$ cat src/logic/tgc_params.svh
// constants for the global timer start/reload/stop command block
// assumes an 8-bit special-function register port with a page number
`ifndef TGC_PARAMS_SVH
`define TGC_PARAMS_SVH
`define START_CMD_ADDR 8'h95
`define RELOAD_CMD_ADDR 8'h95
`define STOP_CMD_ADDR 8'h95
`define START_CMD_PAGE 4'h1
`define RELOAD_CMD_PAGE 4'h2
`define STOP_CMD_PAGE 4'h3
`define STATUS_ADDR 8'h96
`define STATUS_PAGE 4'h1
`define CMD_RESET 8'h00
`define BIT_T0 0
`define BIT_T1 1
`define BIT_T2 2
`define BIT_T3 3
`define BIT_T2_LOW 5
`define BIT_T3_LOW 6
`define CMD_USED_MASK 8'h6f
`endif

$ cat src/logic/tgc_pkg.sv
// types for the global timer start/reload/stop command block
// assumes nothing beyond the params header
package tgc_pkg;
  typedef struct packed {
    logic run_t3_low_half;
    logic run_t2_low_half;
    logic run_t3;
    logic run_t2;
    logic run_t1;
    logic run_t0;
  } run_bits_t;
  typedef struct packed {
    logic t3_low;
    logic t2_low;
    logic t3;
    logic t2;
    logic t1;
    logic t0;
  } reload_bits_t;
  typedef struct packed {
    logic split_t2;
    logic split_t3;
    logic capture_t2;
    logic capture_t3;
  } timer_mode_t;
  typedef enum logic [1:0] {
    CMD_NONE = 2'b00,
    CMD_START = 2'b01,
    CMD_RELOAD = 2'b10,
    CMD_STOP = 2'b11
  } cmd_kind_t;
endpackage

$ cat src/logic/tgc_decode.sv
// register port decode: which command register a write hits
// assumes single-cycle strobes from the bus master
`timescale 1ns/1ns
`include "tgc_params.svh"
module tgc_decode
  import tgc_pkg::*;
(
  input wire logic [7:0] addr,
  input wire logic [3:0] page,
  input wire logic wr_en,
  output cmd_kind_t kind
);
  // pages keep the three registers apart at one address
  always_comb begin
    kind = CMD_NONE;
    if (wr_en && addr == `START_CMD_ADDR && page == `START_CMD_PAGE) begin
      kind = CMD_START;
    end else if (wr_en && addr == `RELOAD_CMD_ADDR && page == `RELOAD_CMD_PAGE) begin
      kind = CMD_RELOAD;
    end else if (wr_en && addr == `STOP_CMD_ADDR && page == `STOP_CMD_PAGE) begin
      kind = CMD_STOP;
    end
  end
endmodule // tgc_decode

$ cat src/logic/tgc_reload_gate.sv
// gates forced reload requests by split and capture mode
// assumes mode inputs are levels from the timer cores
`timescale 1ns/1ns
`include "tgc_params.svh"
module tgc_reload_gate
  import tgc_pkg::*;
(
  input wire logic [7:0] wdata,
  input timer_mode_t mode,
  output reload_bits_t req
);
  always_comb begin
    req.t0 = wdata[`BIT_T0];
    req.t1 = wdata[`BIT_T1];
    // capture mode blocks both halves; split case only hits high byte downstream
    req.t2 = wdata[`BIT_T2] & ~mode.capture_t2;
    req.t3 = wdata[`BIT_T3] & ~mode.capture_t3;
    req.t2_low = wdata[`BIT_T2_LOW] & mode.split_t2 & ~mode.capture_t2;
    req.t3_low = wdata[`BIT_T3_LOW] & mode.split_t3 & ~mode.capture_t3;
  end
endmodule // tgc_reload_gate

$ cat src/logic/timer_global_run_control.sv
// global start/reload/stop control for timers 0-3
// assumes a simple register port and timer cores that take run levels
// and one-cycle reload strobes on the same clock
//
// The strobed register port was decided locally.
`timescale 1ns/1ns
`include "tgc_params.svh"
// How it works
// - a one in start bits 0-3 sets the run bit of timer 0-3.
// - a one in start bit 6 or 5 sets the low-half run bit of timer 3 or 2 in split mode.
// - every command bit is a pulse that clears itself after the write.
// - a zero written to a command bit does nothing.
// - the start register sits at 0x95 on page 1 and resets to zero.
// - reload bits 0 and 1 force a full reload of timer 0 or 1.
// - reload bits 3 and 2 reload both bytes of timer 3 or 2, only the high byte if split.
// - forced reloads of timer 2 or 3 are dropped while it captures.
// - reload bits 6 and 5 reload the low byte of timer 3 or 2 in split mode.
// - a one in stop bits 0-3 clears the run bit of timer 0-3.
// - a one in stop bit 6 or 5 clears the low-half run bit of timer 3 or 2 in split mode.
// - all timers started by one write begin on the same cycle.
module timer_global_run_control
  import tgc_pkg::*;
(
  input wire logic clk,
  input wire logic rst_n,
  input wire logic [7:0] addr,
  input wire logic [3:0] page,
  input wire logic [7:0] wdata,
  input wire logic wr_en,
  input wire logic rd_en,
  output logic [7:0] rdata,
  input timer_mode_t mode,
  input run_bits_t run_sw_set,
  input run_bits_t run_sw_clr,
  output run_bits_t run,
  output reload_bits_t reload_strobe
);
  typedef struct packed {
    run_bits_t run;
    reload_bits_t reload;
    logic [7:0] rdata;
  } state_t;

  state_t state_ff;
  state_t nxt_state;
  cmd_kind_t kind;
  reload_bits_t reload_req;

  tgc_decode u_decode (
    .addr(addr),
    .page(page),
    .wr_en(wr_en),
    .kind(kind)
  );

  tgc_reload_gate u_reload_gate (
    .wdata(wdata),
    .mode(mode),
    .req(reload_req)
  );

  // one bit of run state: clear wins over set; command and software levels are ORed
  function automatic logic run_next(input logic cur, input logic set, input logic clr);
    run_next = (cur | set) & ~clr;
  endfunction

  // command bits are never stored, so they read back as zero
  always_comb begin
    logic [7:0] sw;
    logic [7:0] st;
    logic [7:0] sp;
    sw = 8'h00;
    st = 8'h00;
    sp = 8'h00;
    nxt_state = state_ff;
    nxt_state.reload = '0;
    if (kind == CMD_START) begin
      st = wdata & `CMD_USED_MASK;
    end
    if (kind == CMD_STOP) begin
      sp = wdata & `CMD_USED_MASK;
    end
    if (kind == CMD_RELOAD) begin
      nxt_state.reload = reload_req;
    end
    // all timers move together on the same edge
    nxt_state.run.run_t0 = run_next(state_ff.run.run_t0,
      st[`BIT_T0] | run_sw_set.run_t0, sp[`BIT_T0] | run_sw_clr.run_t0);
    nxt_state.run.run_t1 = run_next(state_ff.run.run_t1,
      st[`BIT_T1] | run_sw_set.run_t1, sp[`BIT_T1] | run_sw_clr.run_t1);
    nxt_state.run.run_t2 = run_next(state_ff.run.run_t2,
      st[`BIT_T2] | run_sw_set.run_t2, sp[`BIT_T2] | run_sw_clr.run_t2);
    nxt_state.run.run_t3 = run_next(state_ff.run.run_t3,
      st[`BIT_T3] | run_sw_set.run_t3, sp[`BIT_T3] | run_sw_clr.run_t3);
    nxt_state.run.run_t2_low_half = run_next(state_ff.run.run_t2_low_half,
      (st[`BIT_T2_LOW] & mode.split_t2) | run_sw_set.run_t2_low_half,
      (sp[`BIT_T2_LOW] & mode.split_t2) | run_sw_clr.run_t2_low_half);
    nxt_state.run.run_t3_low_half = run_next(state_ff.run.run_t3_low_half,
      (st[`BIT_T3_LOW] & mode.split_t3) | run_sw_set.run_t3_low_half,
      (sp[`BIT_T3_LOW] & mode.split_t3) | run_sw_clr.run_t3_low_half);
    // read path: command registers read zero, status shows run bits
    if (rd_en && addr == `STATUS_ADDR && page == `STATUS_PAGE) begin
      sw = {1'b0, state_ff.run.run_t3_low_half, state_ff.run.run_t2_low_half, 1'b0,
        state_ff.run.run_t3, state_ff.run.run_t2, state_ff.run.run_t1, state_ff.run.run_t0};
    end
    nxt_state.rdata = sw;
  end

  always_ff @(posedge clk or negedge rst_n) begin
    if (!rst_n) begin
      state_ff <= '0;
    end else begin
      state_ff <= nxt_state;
    end
  end

  assign run = state_ff.run;
  assign reload_strobe = state_ff.reload;
  assign rdata = state_ff.rdata;
endmodule // timer_global_run_control

$ cat config.mk
export PLATFORM = sky130hd
export DESIGN_NAME = timer_global_run_control
export DESIGN_NICKNAME = d
export VERILOG_FILES = /design/src/logic/tgc_pkg.sv /design/src/logic/tgc_decode.sv /design/src/logic/tgc_reload_gate.sv /design/src/logic/timer_global_run_control.sv
export VERILOG_INCLUDE_DIRS = /design/src /design/src/logic
export SDC_FILE = /design/constraint.sdc
export NUM_CORES = 1
export LEC_CHECK = 0
export ABC_AREA = 1
export BUFFER_PORTS_ARGS = -buffer_cell sky130_fd_sc_hd__buf_4
export CORE_MARGIN = 5
export CORE_UTILIZATION = 44
export DETAILED_ROUTE_END_ITERATION = 16
export HOLD_SLACK_MARGIN = 0.15
export PLACE_DENSITY = 0.83
export SYNTH_ARGS = -nofsm -noshare
export SYNTH_HDL_FRONTEND = slang
export SYNTH_HIERARCHICAL = 1
export SYNTH_SLANG_ARGS = --single-unit
$ cat constraint.sdc
create_clock -name clk -period 1.2 [get_ports clk]
set_clock_uncertainty 0.15 [all_clocks]
set_input_delay 0.06 -clock clk [delete_from_list [all_inputs] [get_ports clk]]
set_output_delay 0.06 -clock clk [all_outputs]
set_load 0.02 [all_outputs]
Yosys cells after proc, flatten, opt, wreduce, memory -nomap -nowiden
Index checks and enable logic that the tools add are counted.
{ "totals": {"regBits": 20, "in_bits": 40} }
{ "op_classes": {"eq_ne": 8, "n_mux": 7, "n_bitwise": 42, "reduce_logical": 6} }
{ "ops": {"columns": ["cell", "n"], "rows": [
  ["2-to-1 mux 7 bit", 3],
  ["OR 1 bit", 18],
  ["bitwise AND 1 bit", 16],
  ["== test 8 bit, second input constant", 2],
  ["== test 4 x 2 -> 1 bit, second input constant", 2],
  ["inverter 1 bit", 8],
  ["logical AND 1 bit", 6],
  ["2-to-1 mux 2 bit", 3],
  ["2-to-1 mux 6 bit", 1],
  ["== test 2 bit, second input constant", 2],
  ["== test 4 x 1 -> 1 bit, second input constant", 1],
  ["== test 2 x 1 -> 1 bit, second input constant", 1]
]} }

Logic depth before layout (Yosys ltp)
Gate-level depths: netlist of the first run.
{ "logic_depth": {"word_depth": 12, "mapped_depth": 9} }

Hierarchy
Netlist of the first run, hierarchy kept.
{ "by_module_without_submodules": {"columns": ["mod", "n_inst", "cells_per_inst", "area_per_inst_um2", "seq_area_each_um2"], "rows": [
  ["timer_global_run_control", 1, 96, 802.0, 450.4],
  ["tgc_decode", 1, 13, 60.1, 0.0],
  ["tgc_reload_gate", 1, 10, 50.0, 0.0]
]} }

Least setup slack after synthesis of the first run
Ideal clock, no wire load.
{ "synth_path": {"kind": "input to register", "startpoint": "in addr[1]", "endpoint": "reg state_ff, in the netlist run[5]", "setup_time_ps": 121, "arrival_ps": 869, "setup_slack_ps": 60, "path_stages": 8, "path_buffers": 0, "path_cell_list": "inv_1 -> nand2_1 -> nor2_2 -> nand3_2 -> nor2_1 -> nand2_1 -> o21bai_1 -> a21oi_1"} }
{ "synth_rtl": {"columns": ["item", "line_no", "rtl"], "rows": [
  ["from (decl)", "timer_global_run_control.sv:26", "input wire logic [7:0] addr,"],
  ["to (signal assigned)", "timer_global_run_control.sv:113", "state_ff <= nxt_state;"],
  ["to (decl)", "timer_global_run_control.sv:44", "state_t state_ff;"]
]} }

==> results.md, run 1 <==
* Post-layout util at 84.69%
* Commonest cells after routing, fill and taps aside: buf_4 (56), inv_1 (26), dlygate4sd3_1 (26)
* CP Buf/Inv Count at 3
* Clock buffer depth at 2
* Die Span Y at 55.53 um
* Final wirelength at 3.183 mm
* Clk slew on worst S/H paths at 0.11 ns
* Detail Route Antenna Nets at 0
* Crit-path max cell delay at 0.54 ns
* Antenna Diode Count at 0
* Avg Cell Area, Syn at 7.665 um^2
* Root Driver: clkbuf_4
* Final slew viol count at 0
* Insertion delay to the later sink of the worst-skew pair at 0.28 ns
* Reg-to-Reg Start: run[1]$_DFF_PN0_
* Worst Setup End Kind: flop
* Synth cell types at 14
* 1st-iter DRT viols at 25
* Status: finished, final reports clean
* Setup CP Type: primary input to flop
* Startpoint types: primary input
* Final Hold Viols at 0
* Sink Count at 18
* CP cell instances: buf_4 -> dlygate4sd3_1 -> inv_1 -> nand2_1 -> nor2_2 -> nand2_4 -> nor2_1
* Setup TNS at 0 ns
* Full die area at 3084 um^2
* DRT Pass-1 Iters at 6
* Layout fillers at 107
* Largest net degree at the start of global routing at 19
* Hold EP: rdata[3]$_DFF_PN0_
* Synthesized instance count at 119
* Core area at 1962 um^2
* GRT overflow at 0
* Drt via density at 4.760
* Crit path DAT at 1.20 ns
* Cell area after synthesis at 912.1 um^2
* Yosys warns at 6
* Post-DP Area at 1340 um^2
* Minimum clock period at 1.121 ns
* Period utilisation layout at 93.40%
* Leak pwr at 0.8877 nW
* Worst hold path startpoint: page[1]
* R2R depth at 2
* Nets at 243
* Worst Path Required at 1.27 ns
* Unrepaired setup endpoints after global routing: no
* Worst hold path class: primary input to flop
* Reg2Reg Setup Slack at 0.29 ns
* RePlAce Congestion at 0.7900
* Initial Utilization at 46.49%
* CP max FO at 6
* Share of layout cells above drive strength 1 at 36.14%
* Total track usage at 20.93%
* FF+latch count, synth at 18
* Crit path max-delay family: buffers and inverters
* Max VDD drop at 0.6725 mV
* H-tree levels at 1
* P&R area growth vs syn at 82.17%
* Fin area at 1662 um^2
* I/O pins at 60
* Max Fclk at 892.3 MHz
* Most common cell after layout, fill and taps aside: buf_4
* Maxcap violations at 0
* HPWL Detailed at 1.918 mm
* FP Rows at 16
* Remaining DRCs at 0
* Inst Count DP at 199
* R2r endpoint: run[1]$_DFF_PN0_
* Port Buffer Count at 55
* Worst hold margin at 0.03759 ns
* Post-synthesis sequential area ratio at 49.38%
* Slowest CP cell: dlygate4sd3_1
* Non-filler instance count after layout at 229
* Worst Hold Path Cells at 6
* CTS tree: yes
* Wirelength per Cell at 13.90 um
* Number of CTS-inserted buffers at 3
* Power per cell area at 787.7 nW/um^2
* Final setup vio count at 0
* Post-CTS setup buffer count at 0
* Via count at 1090
* Number of global-route vias before repair at 1137
* First-pass GRT wire length at 5.147 mm
* Die W at 55.53 um
* Cts hold-fix bufs at 30
* Initial antenna violation count at 0
layer usage:
metal	up-vias	part of all wire [%]	global-route usage, %
li1	512	-	-
met1	512	36	21.63
met2	54	54	37.67
met3	12	6.9	5.361
met4	0	3.6	12.15
met5	-	0	0
flip-flops by register name (all words and copies together), names as in the netlist:
signal,count
rdata,6
run,6
reload_strobe,6
how the worst max path moves through the flow:
stage | end | from | cells after the start | slack (ns)
5_1_grt | rdata[5]$_DFF_PN0_ | addr[0] | 7 | 0.02
3_5_place_dp | run[1]$_DFF_PN0_ | addr[1] | 9 | -0.06
3_3_place_gp | run[5]$_DFF_PN0_ | addr[1] | 10 | -0.01
6_report | rdata[5]$_DFF_PN0_ | addr[0] | 7 | 0.08
4_1_cts | rdata[3]$_DFF_PN0_ | addr[6] | 7 | 0.04
2_1_floorplan | run[5]$_DFF_PN0_ | addr[1] | 8 | 0.06
worst min-delay path, cell delays in order:
cell	delay, ns
buf_4	0.08
nor2_1	0.03
nand2_1	0.06
nor2_2	0.05
nand2_4	0.13
nor2_4	0.04
power breakdown:
group | total, W | internal, W | switching, W | leakage, nW
Clock | 0.000369 | 0.000185 | 0.000184 | 0.0210
Combinational | 0.000308 | 0.000177 | 0.000131 | 0.624
Sequential | 0.000632 | 0.000620 | 0.0000116 | 0.243
Total | 0.00131 | 0.000982 | 0.000327 | 0.888
cell type report:
cell class                 instances  area (um^2)  share of cell area (%)
sequential                        18        450.4                   27.11
clock buffer                       4        36.28                   2.184
multi-input combinational         72        362.8                   21.84
inverter                          26        97.59                   5.874
timing repair buffer              82        680.7                   40.96
tap                               27        33.78                   2.033
kinds of logic after synthesis:
| family | Yosys count | synth area share [%] |
|---|---|---|
| flops | 18 | 49.38 |
| buf+inv | 30 | 13.99 |
| compound gates | 12 | 8.230 |
| simple gates | 58 | 27.98 |
| other cells | 1 | 0.4111 |
metrics by stage:
step	setup slack, ns	power, W
floorplan	0.05974	0.0007307
global placement	-0.01223	0.0008620
detailed placement	-0.06106	0.0008703
CTS	0.04355	0.001308
global route	0.02320	0.001378
finish	0.07925	0.001309
repair_timing:
action,CTS,global route
setup endpoints to repair,0,6
resized for setup,0,7
endpoints found under the hold margin,36,6
synth_stat cells (all sizes together):
library cell	number	share of area, %
a21oi	6	3.3
buf	4	3.3
conb	1	0.41
dfrtp	18	49
inv	26	11
nand2	19	8.1
nand3	3	2.2
nand3b	1	0.82
nor2	35	17
o21bai	6	4.9
Note: power is estimated with default switching activity, not from simulation.
==> run 2: changes to the inputs <==
--- a/config.mk
+++ b/config.mk
@@ -11,8 +11,10 @@
 export CORE_MARGIN = 5
 export CORE_UTILIZATION = 44
 export DETAILED_ROUTE_END_ITERATION = 16
+export GPL_ROUTABILITY_DRIVEN = 0
 export HOLD_SLACK_MARGIN = 0.15
 export PLACE_DENSITY = 0.83
+export SETUP_SLACK_MARGIN = 0.15
 export SYNTH_ARGS = -nofsm -noshare
 export SYNTH_HDL_FRONTEND = slang
 export SYNTH_HIERARCHICAL = 1
==> results.md, run 2 (synthesis gave the netlist of run 1 again) <==
* Clk slew on worst S/H paths at 0.11 ns (about the same)
* 1st-iter DRT viols at 30 (+20%)
* R2r endpoint: run[3]$_DFF_PN0_
* Largest net degree at the start of global routing at 19 (unchanged)
* Initial antenna violation count at 0 (unchanged)
* Cts hold-fix bufs at 23 (-23%)
* Final setup vio count at 0 (unchanged)
* Max Fclk at 935.2 MHz (+4.8%)
* Number of CTS-inserted buffers at 3 (unchanged)
* Internal cell power at 0.001010 W (+2.9%)
* Full die area at 3084 um^2 (unchanged)
* Detail Route Antenna Nets at 0 (unchanged)
* Total track usage at 20.62% (-0.31 points)
* P&R area growth vs syn at 96.57%
* Critical Path Sink: run[5]$_DFF_PN0_
* FP Rows at 16 (unchanged)
* Remaining DRCs at 1 (+1)
* DRT Pass-1 Iters at 11 (+5)
* Status: finished, violations left
* Switching Share at 26.53% (+1.6 points)
* Non-filler instance count after layout at 233 (+1.7%)
* Setup CP Type: primary input to flop
* Final wirelength at 3.775 mm (+19%)
* Core area at 1962 um^2 (unchanged)
* Most common cell after layout, fill and taps aside: buf_4
* Reg2Reg Setup Slack at 0.15 ns (-0.14 ns)
* Worst hold path class: primary input to asynchronous set/reset pin
* Power per cell area at 766.8 nW/um^2 (-2.7%)
* Reg-to-Reg Start: run[3]$_DFF_PN0_
* Crit-path max cell delay at 0.19 ns (-0.35 ns)
* Combinational share of power at 26.3% (+2.7 points)
* R2R depth at 3 (+1)
* Maxcap violations at 0 (unchanged)
* Insertion delay to the later sink of the worst-skew pair at 0.29 ns (about the same)
* Startpoint types: primary input
* CP cell instances: buf_8 -> clkinv_4 -> nand2_2 -> nor2_2 -> nand3_2 -> nor2_4 -> inv_2 -> nor2_4 -> nand3_2 -> a21oi_2
* Leak pwr at 0.9152 nW (+3.1%)
* CP max FO at 6 (unchanged)
* Slowest CP cell: nor2_4
* Initial Utilization at 46.49% (unchanged)
* Crit path DAT at 1.15 ns (-0.05 ns)
* Via count at 1104 (+1.3%)
* NetSw at 0.0003647 W (+12%)
* HPWL Detailed at 1.941 mm (+1.2%)
* Share of layout cells above drive strength 1 at 45.63% (+9.5 points)
* Wirelength per Cell at 16.20 um (+17%)
* GRT overflow at 0 (unchanged)
* Final slew viol count at 0 (unchanged)
* Antenna Diode Count at 0 (unchanged)
* Minimum clock period at 1.069 ns (-0.05144 ns)
* CTS tree: yes
* Final Hold Viols at 0 (unchanged)
* Max VDD drop at 0.5201 mV (-23%)
* Unrepaired setup endpoints after global routing: yes
* Root Driver: clkbuf_4
* Start point of the critical path: addr[1]
* Sink Count at 18 (unchanged)
* I/O pins at 60 (unchanged)
* Die Span Y at 55.53 um (unchanged)
* First-pass GRT wire length at 4.995 mm (-3.0%)
* Seq pwr share at 45.9% (-2.4 points)
* Period utilisation layout at 89.11% (-4.3 points)
* Worst Setup End Kind: flop
* Clock buffer depth at 2 (unchanged)
* Inst Count DP at 199 (unchanged)
* Slack of the critical path at 0.1307 ns (+0.05144 ns)
* Worst Path Required at 1.28 ns (about the same)
* DP Worst Slack at -0.1538 ns (-0.09276 ns)
* Die W at 55.53 um (unchanged)
* Drt via density at 4.738 (-0.45%)
* Number of global-route vias before repair at 1110 (-2.4%)
* Nets at 247 (+1.6%)
* H-tree levels at 1 (unchanged)
* Port Buffer Count at 55 (unchanged)
* Commonest cells after routing, fill and taps aside: buf_4 (46), inv_1 (24), nor2_1 (23), dlygate4sd3_1 (23), dfrtp_1 (18)
* Failing checks: DRC
* Clock Power Share at 27.8% (-0.4 points)
run 2: worst min-delay path by stage:
| stage | start | to | depth (start not counted) |
|---|---|---|---|
| 2_1_floorplan | rst_n | rdata[0]$_DFF_PN0_ | 0 |
| 3_3_place_gp | rst_n | reload_strobe[0]$_DFF_PN0_ | 1 |
| 3_5_place_dp | rst_n | run[3]$_DFF_PN0_ | 1 |
| 4_1_cts | rst_n | run[3]$_DFF_PN0_ | 2 |
| 5_1_grt | rst_n | rdata[1]$_DFF_PN0_ | 2 |
| 6_report | rst_n | reload_strobe[0]$_DFF_PN0_ | 2 |
run 2: critical path, delay by kind of cell:
kind	cells	cell delay, ns
compound gates	1	0.14
simple gates	6	0.74
buf+inv	3	0.19
run 2: timing repair:
item | CTS | global route
setup buffers | 6 | 1
endpoints found under the setup margin | 7 | 23
gates cloned | 0 | 0
gates resized for setup | 3 | 35
pin swaps | 1 | 9
hold endpoints to repair | 36 | 24
run 2: power groups by stage:
stage / Clock (W) / Sequential [W] / Combinational [W]
global route: 0.000402 / 0.000632 / 0.000389
global placement: 0 / 0.000641 / 0.000221
floorplan: 0 / 0.000659 / 0.0000727
CTS: 0.000368 / 0.000628 / 0.000315
finish: 0.000382 / 0.000631 / 0.000362
detailed placement: 0 / 0.000642 / 0.000229
run 2: final cells by class:
type,count,area (um^2)
Timing Repair Buffer,86,770.7
Clock buffer,4,36.28
Multi-Input combinational cell,72,399.1
Fill cell,89,168.9
Tap cell,27,33.78
Inverter,26,102.6
Sequential cell,18,450.4
run 2: stage by stage:
| step | hold WS, ns | power (W) | setup TNS [ns] | cell area, um^2 | utilization, % |
|---|---|---|---|---|---|
| floorplan | -0.3856 | 0.0007315 | 0 | 923.4 | - |
| global placement | -0.2147 | 0.0008630 | -0.2058 | 1348 | 68.69 |
| detailed placement | -0.2137 | 0.0008710 | -1.070 | 1348 | 68.69 |
| CTS | 0.01110 | 0.001310 | 0 | 1669 | 85.08 |
| global route | 0.04899 | 0.001424 | 0 | 1793 | 91.39 |
| finish | 0.03458 | 0.001375 | 0 | 1793 | 91.39 |
run 2: per-layer routing:
layer / wire [um] / vias up / track usage [%]
li1: - / 515 / -
met3: 305 / 14 / 3.497
met4: 131 / 0 / 6.944
met5: 0 / - / 0
met1: 1351 / 503 / 22.59
met2: 1987 / 72 / 39.36
==> run 3: changes to the inputs <==
--- a/config.mk
+++ b/config.mk
@@ -8,7 +8,6 @@
 export LEC_CHECK = 0
 export ABC_AREA = 1
 export BUFFER_PORTS_ARGS = -buffer_cell sky130_fd_sc_hd__buf_4
-export CORE_MARGIN = 5
 export CORE_UTILIZATION = 44
 export DETAILED_ROUTE_END_ITERATION = 16
 export GPL_ROUTABILITY_DRIVEN = 0
==> constraint.sdc (replaced) <==
create_clock -name clk -period 1.2 [get_ports clk]
set_clock_uncertainty 0.15 [all_clocks]
set_input_delay 0 -clock clk [delete_from_list [all_inputs] [get_ports clk]]
set_output_delay 0 -clock clk [all_outputs]
set_load 0.02 [all_outputs]
==> results.md, run 3 (synthesis gave the netlist of run 1 again) <==
* Worst hold path class: primary input to flop
* Combinational share of power at 23.9% (-2.4 points)
* Nets at 245 (-0.81%)
* Slowest CP cell: dfrtp_1
* Final wirelength at 2.830 mm (-25%)
* Drt via density at 4.667 (-1.5%)
* Initial antenna violation count at 0 (unchanged)
* Leak pwr at 0.9047 nW (-1.1%)
* Worst Setup End Kind: primary output
* Critical Path Sink: run[2]
* Max Fclk at 963.6 MHz (+3.0%)
* Root Driver: clkbuf_4
* CTS tree: yes
* Remaining DRCs at 0 (-1)
* Insertion delay to the later sink of the worst-skew pair at 0.30 ns (about the same)
* Reg-to-Reg Start: run[4]$_DFF_PN0_
* Setup TNS at 0 ns (unchanged)
* Core area at 1962 um^2 (unchanged)
* Internal cell power at 0.0009889 W (-2.1%)
* Unrepaired setup endpoints after global routing: no
* First-pass GRT wire length at 3.705 mm (-26%)
* Total track usage at 24.39% (+3.8 points)
* Max VDD drop at 0.5296 mV (+1.8%)
* Switching Share at 25.01% (-1.5 points)
* Failing checks: hold timing
* CP cell instances: buf_4
* Full die area at 2259 um^2 (-27%)
* Initial Utilization at 46.49% (unchanged)
* Port Buffer Count at 55 (unchanged)
* HPWL Detailed at 1.686 mm (-13%)
* Cts hold-fix bufs at 26 (+13%)
* 1st-iter DRT viols at 17 (-43%)
* I/O pins at 60 (unchanged)
* Crit-path max cell delay at 0.42 ns (+0.23 ns)
* Share of layout cells above drive strength 1 at 38.73% (-6.9 points)
* NetSw at 0.0003298 W (-9.6%)
* Clock Power Share at 28.2% (+0.4 points)
* Die Span Y at 47.53 um (-14%)
* Worst Path Required at 1.05 ns (-0.23 ns)
* Period utilisation layout at 86.48% (-2.6 points)
* Setup CP Type: flop to primary output
* Minimum clock period at 1.038 ns (-0.03155 ns)
* Final Hold Viols at 6 (+6)
* Start point of the critical path: run[2]$_DFF_PN0_
* Sink Count at 18 (unchanged)
* Maxcap violations at 0 (unchanged)
* CP max FO at 3 (-3)
* CP Buf/Inv Count at 1 (-2)
* R2R depth at 3 (unchanged)
* Seq pwr share at 47.9% (+2.0 points)
* Crit path DAT at 0.89 ns (-0.26 ns)
* Wirelength per Cell at 12.25 um (-24%)
* H-tree levels at 1 (unchanged)
* Most common cell after layout, fill and taps aside: buf_4
* Die W at 47.53 um (-14%)
* Via count at 1078 (-2.4%)
* Final setup vio count at 0 (unchanged)
* FP Rows at 16 (unchanged)
* Final slew viol count at 0 (unchanged)
* Antenna Diode Count at 0 (unchanged)
* Clk slew on worst S/H paths at 0.10 ns (about the same)
* Power per cell area at 782.4 nW/um^2 (+2.0%)
* Commonest cells after routing, fill and taps aside: buf_4 (58), inv_1 (26), dlygate4sd3_1 (25)
* P&R area growth vs syn at 84.77%
* Reg2Reg Setup Slack at 0.18 ns (+0.03 ns)
* DRT Pass-1 Iters at 6 (-5)
* Startpoint types: flop
* Worst hold margin at -0.02433 ns (-0.05891 ns)
* Status: finished, violations left
* GRT overflow at 0 (unchanged)
* Detail Route Antenna Nets at 0 (unchanged)
* Clock buffer depth at 2 (unchanged)
* R2r endpoint: run[4]$_DFF_PN0_
* Largest net degree at the start of global routing at 19 (unchanged)
* Number of global-route vias before repair at 953 (-14%)
* Crit path max-delay family: flip-flops
* Levels on crit path at 1 (-9)
* Number of CTS-inserted buffers at 3 (unchanged)
-- run 3: cell count changes in the layout (fill, tap and decap cells not counted), moves of 3 or more --
| cell | change |
|---|---|
| nor2_2 | +3 |
| buf_6 | -16 |
| a21oi_2 | -4 |
| buf_4 | +12 |
| nand2_2 | -5 |
| nand2_1 | +4 |
| a21oi_1 | +4 |
-- run 3: repair_timing --
item / CTS / global route
gates resized for setup: 0 / 10
hold endpoints to repair: 36 / 12
endpoints found under the setup margin: 0 / 9
setup buffers: 0 / 2
-- run 3: worst min path at each step --
stage	startpoint	endpoint	slack [ns]	cells after the start
after floorplan	rst_n	rdata[0]$_DFF_PN0_	-0.45	0
after CTS	addr[5]	rdata[2]$_DFF_PN0_	-0.008	6
after global routing	addr[6]	rdata[6]$_DFF_PN0_	-0.006	6
after global placement	rst_n	rdata[2]$_DFF_PN0_	-0.27	1
final	page[1]	rdata[6]$_DFF_PN0_	-0.02	6
after detailed placement	rst_n	rdata[2]$_DFF_PN0_	-0.27	1
-- run 3: cell type report --
type,count,area [um^2]
timing repair buffer,84,698.2
inverter,26,97.59
clock buffer,4,36.28
tap,27,33.78
sequential,18,450.4
fill,111,276.5
multi-input combinational,72,369.1
-- run 3: through the flow --
stage	instances	area [um^2]	total power, W	util [%]	setup WS [ns]
floorplan	120	918.4	0.0007309	-	0.2056
global placement	199	1343	0.0008623	68.43	0.02765
detailed placement	199	1343	0.0008693	68.43	-0.06507
CTS	229	1639	0.001302	83.55	0.1618
global route	231	1685	0.001365	85.91	0.1461
finish	231	1685	0.001319	85.91	0.1622
-- run 3: power groups by stage --
stage | Sequential [W] | Combinational (W) | Clock, W
2_1_floorplan | 0.000659 | 0.0000722 | 0
3_3_place_gp | 0.000642 | 0.000220 | 0
3_5_place_dp | 0.000642 | 0.000227 | 0
4_1_cts | 0.000630 | 0.000295 | 0.000377
5_1_grt | 0.000633 | 0.000344 | 0.000387
6_report | 0.000632 | 0.000316 | 0.000371
-- run 3: tightest hold or removal path: cells and delay by family --
family                 cells  cell delay (ns)
and+or+nand+nor            5             0.32
buffers and inverters      1             0.08
-- run 3: per-layer routing --
metal | share of wire (%) | global-route usage, %
met1 | 37 | 22.57
met4 | 5.1 | 15.00
met2 | 53 | 48.22
met3 | 5.5 | 4.528
met5 | 0 | 0
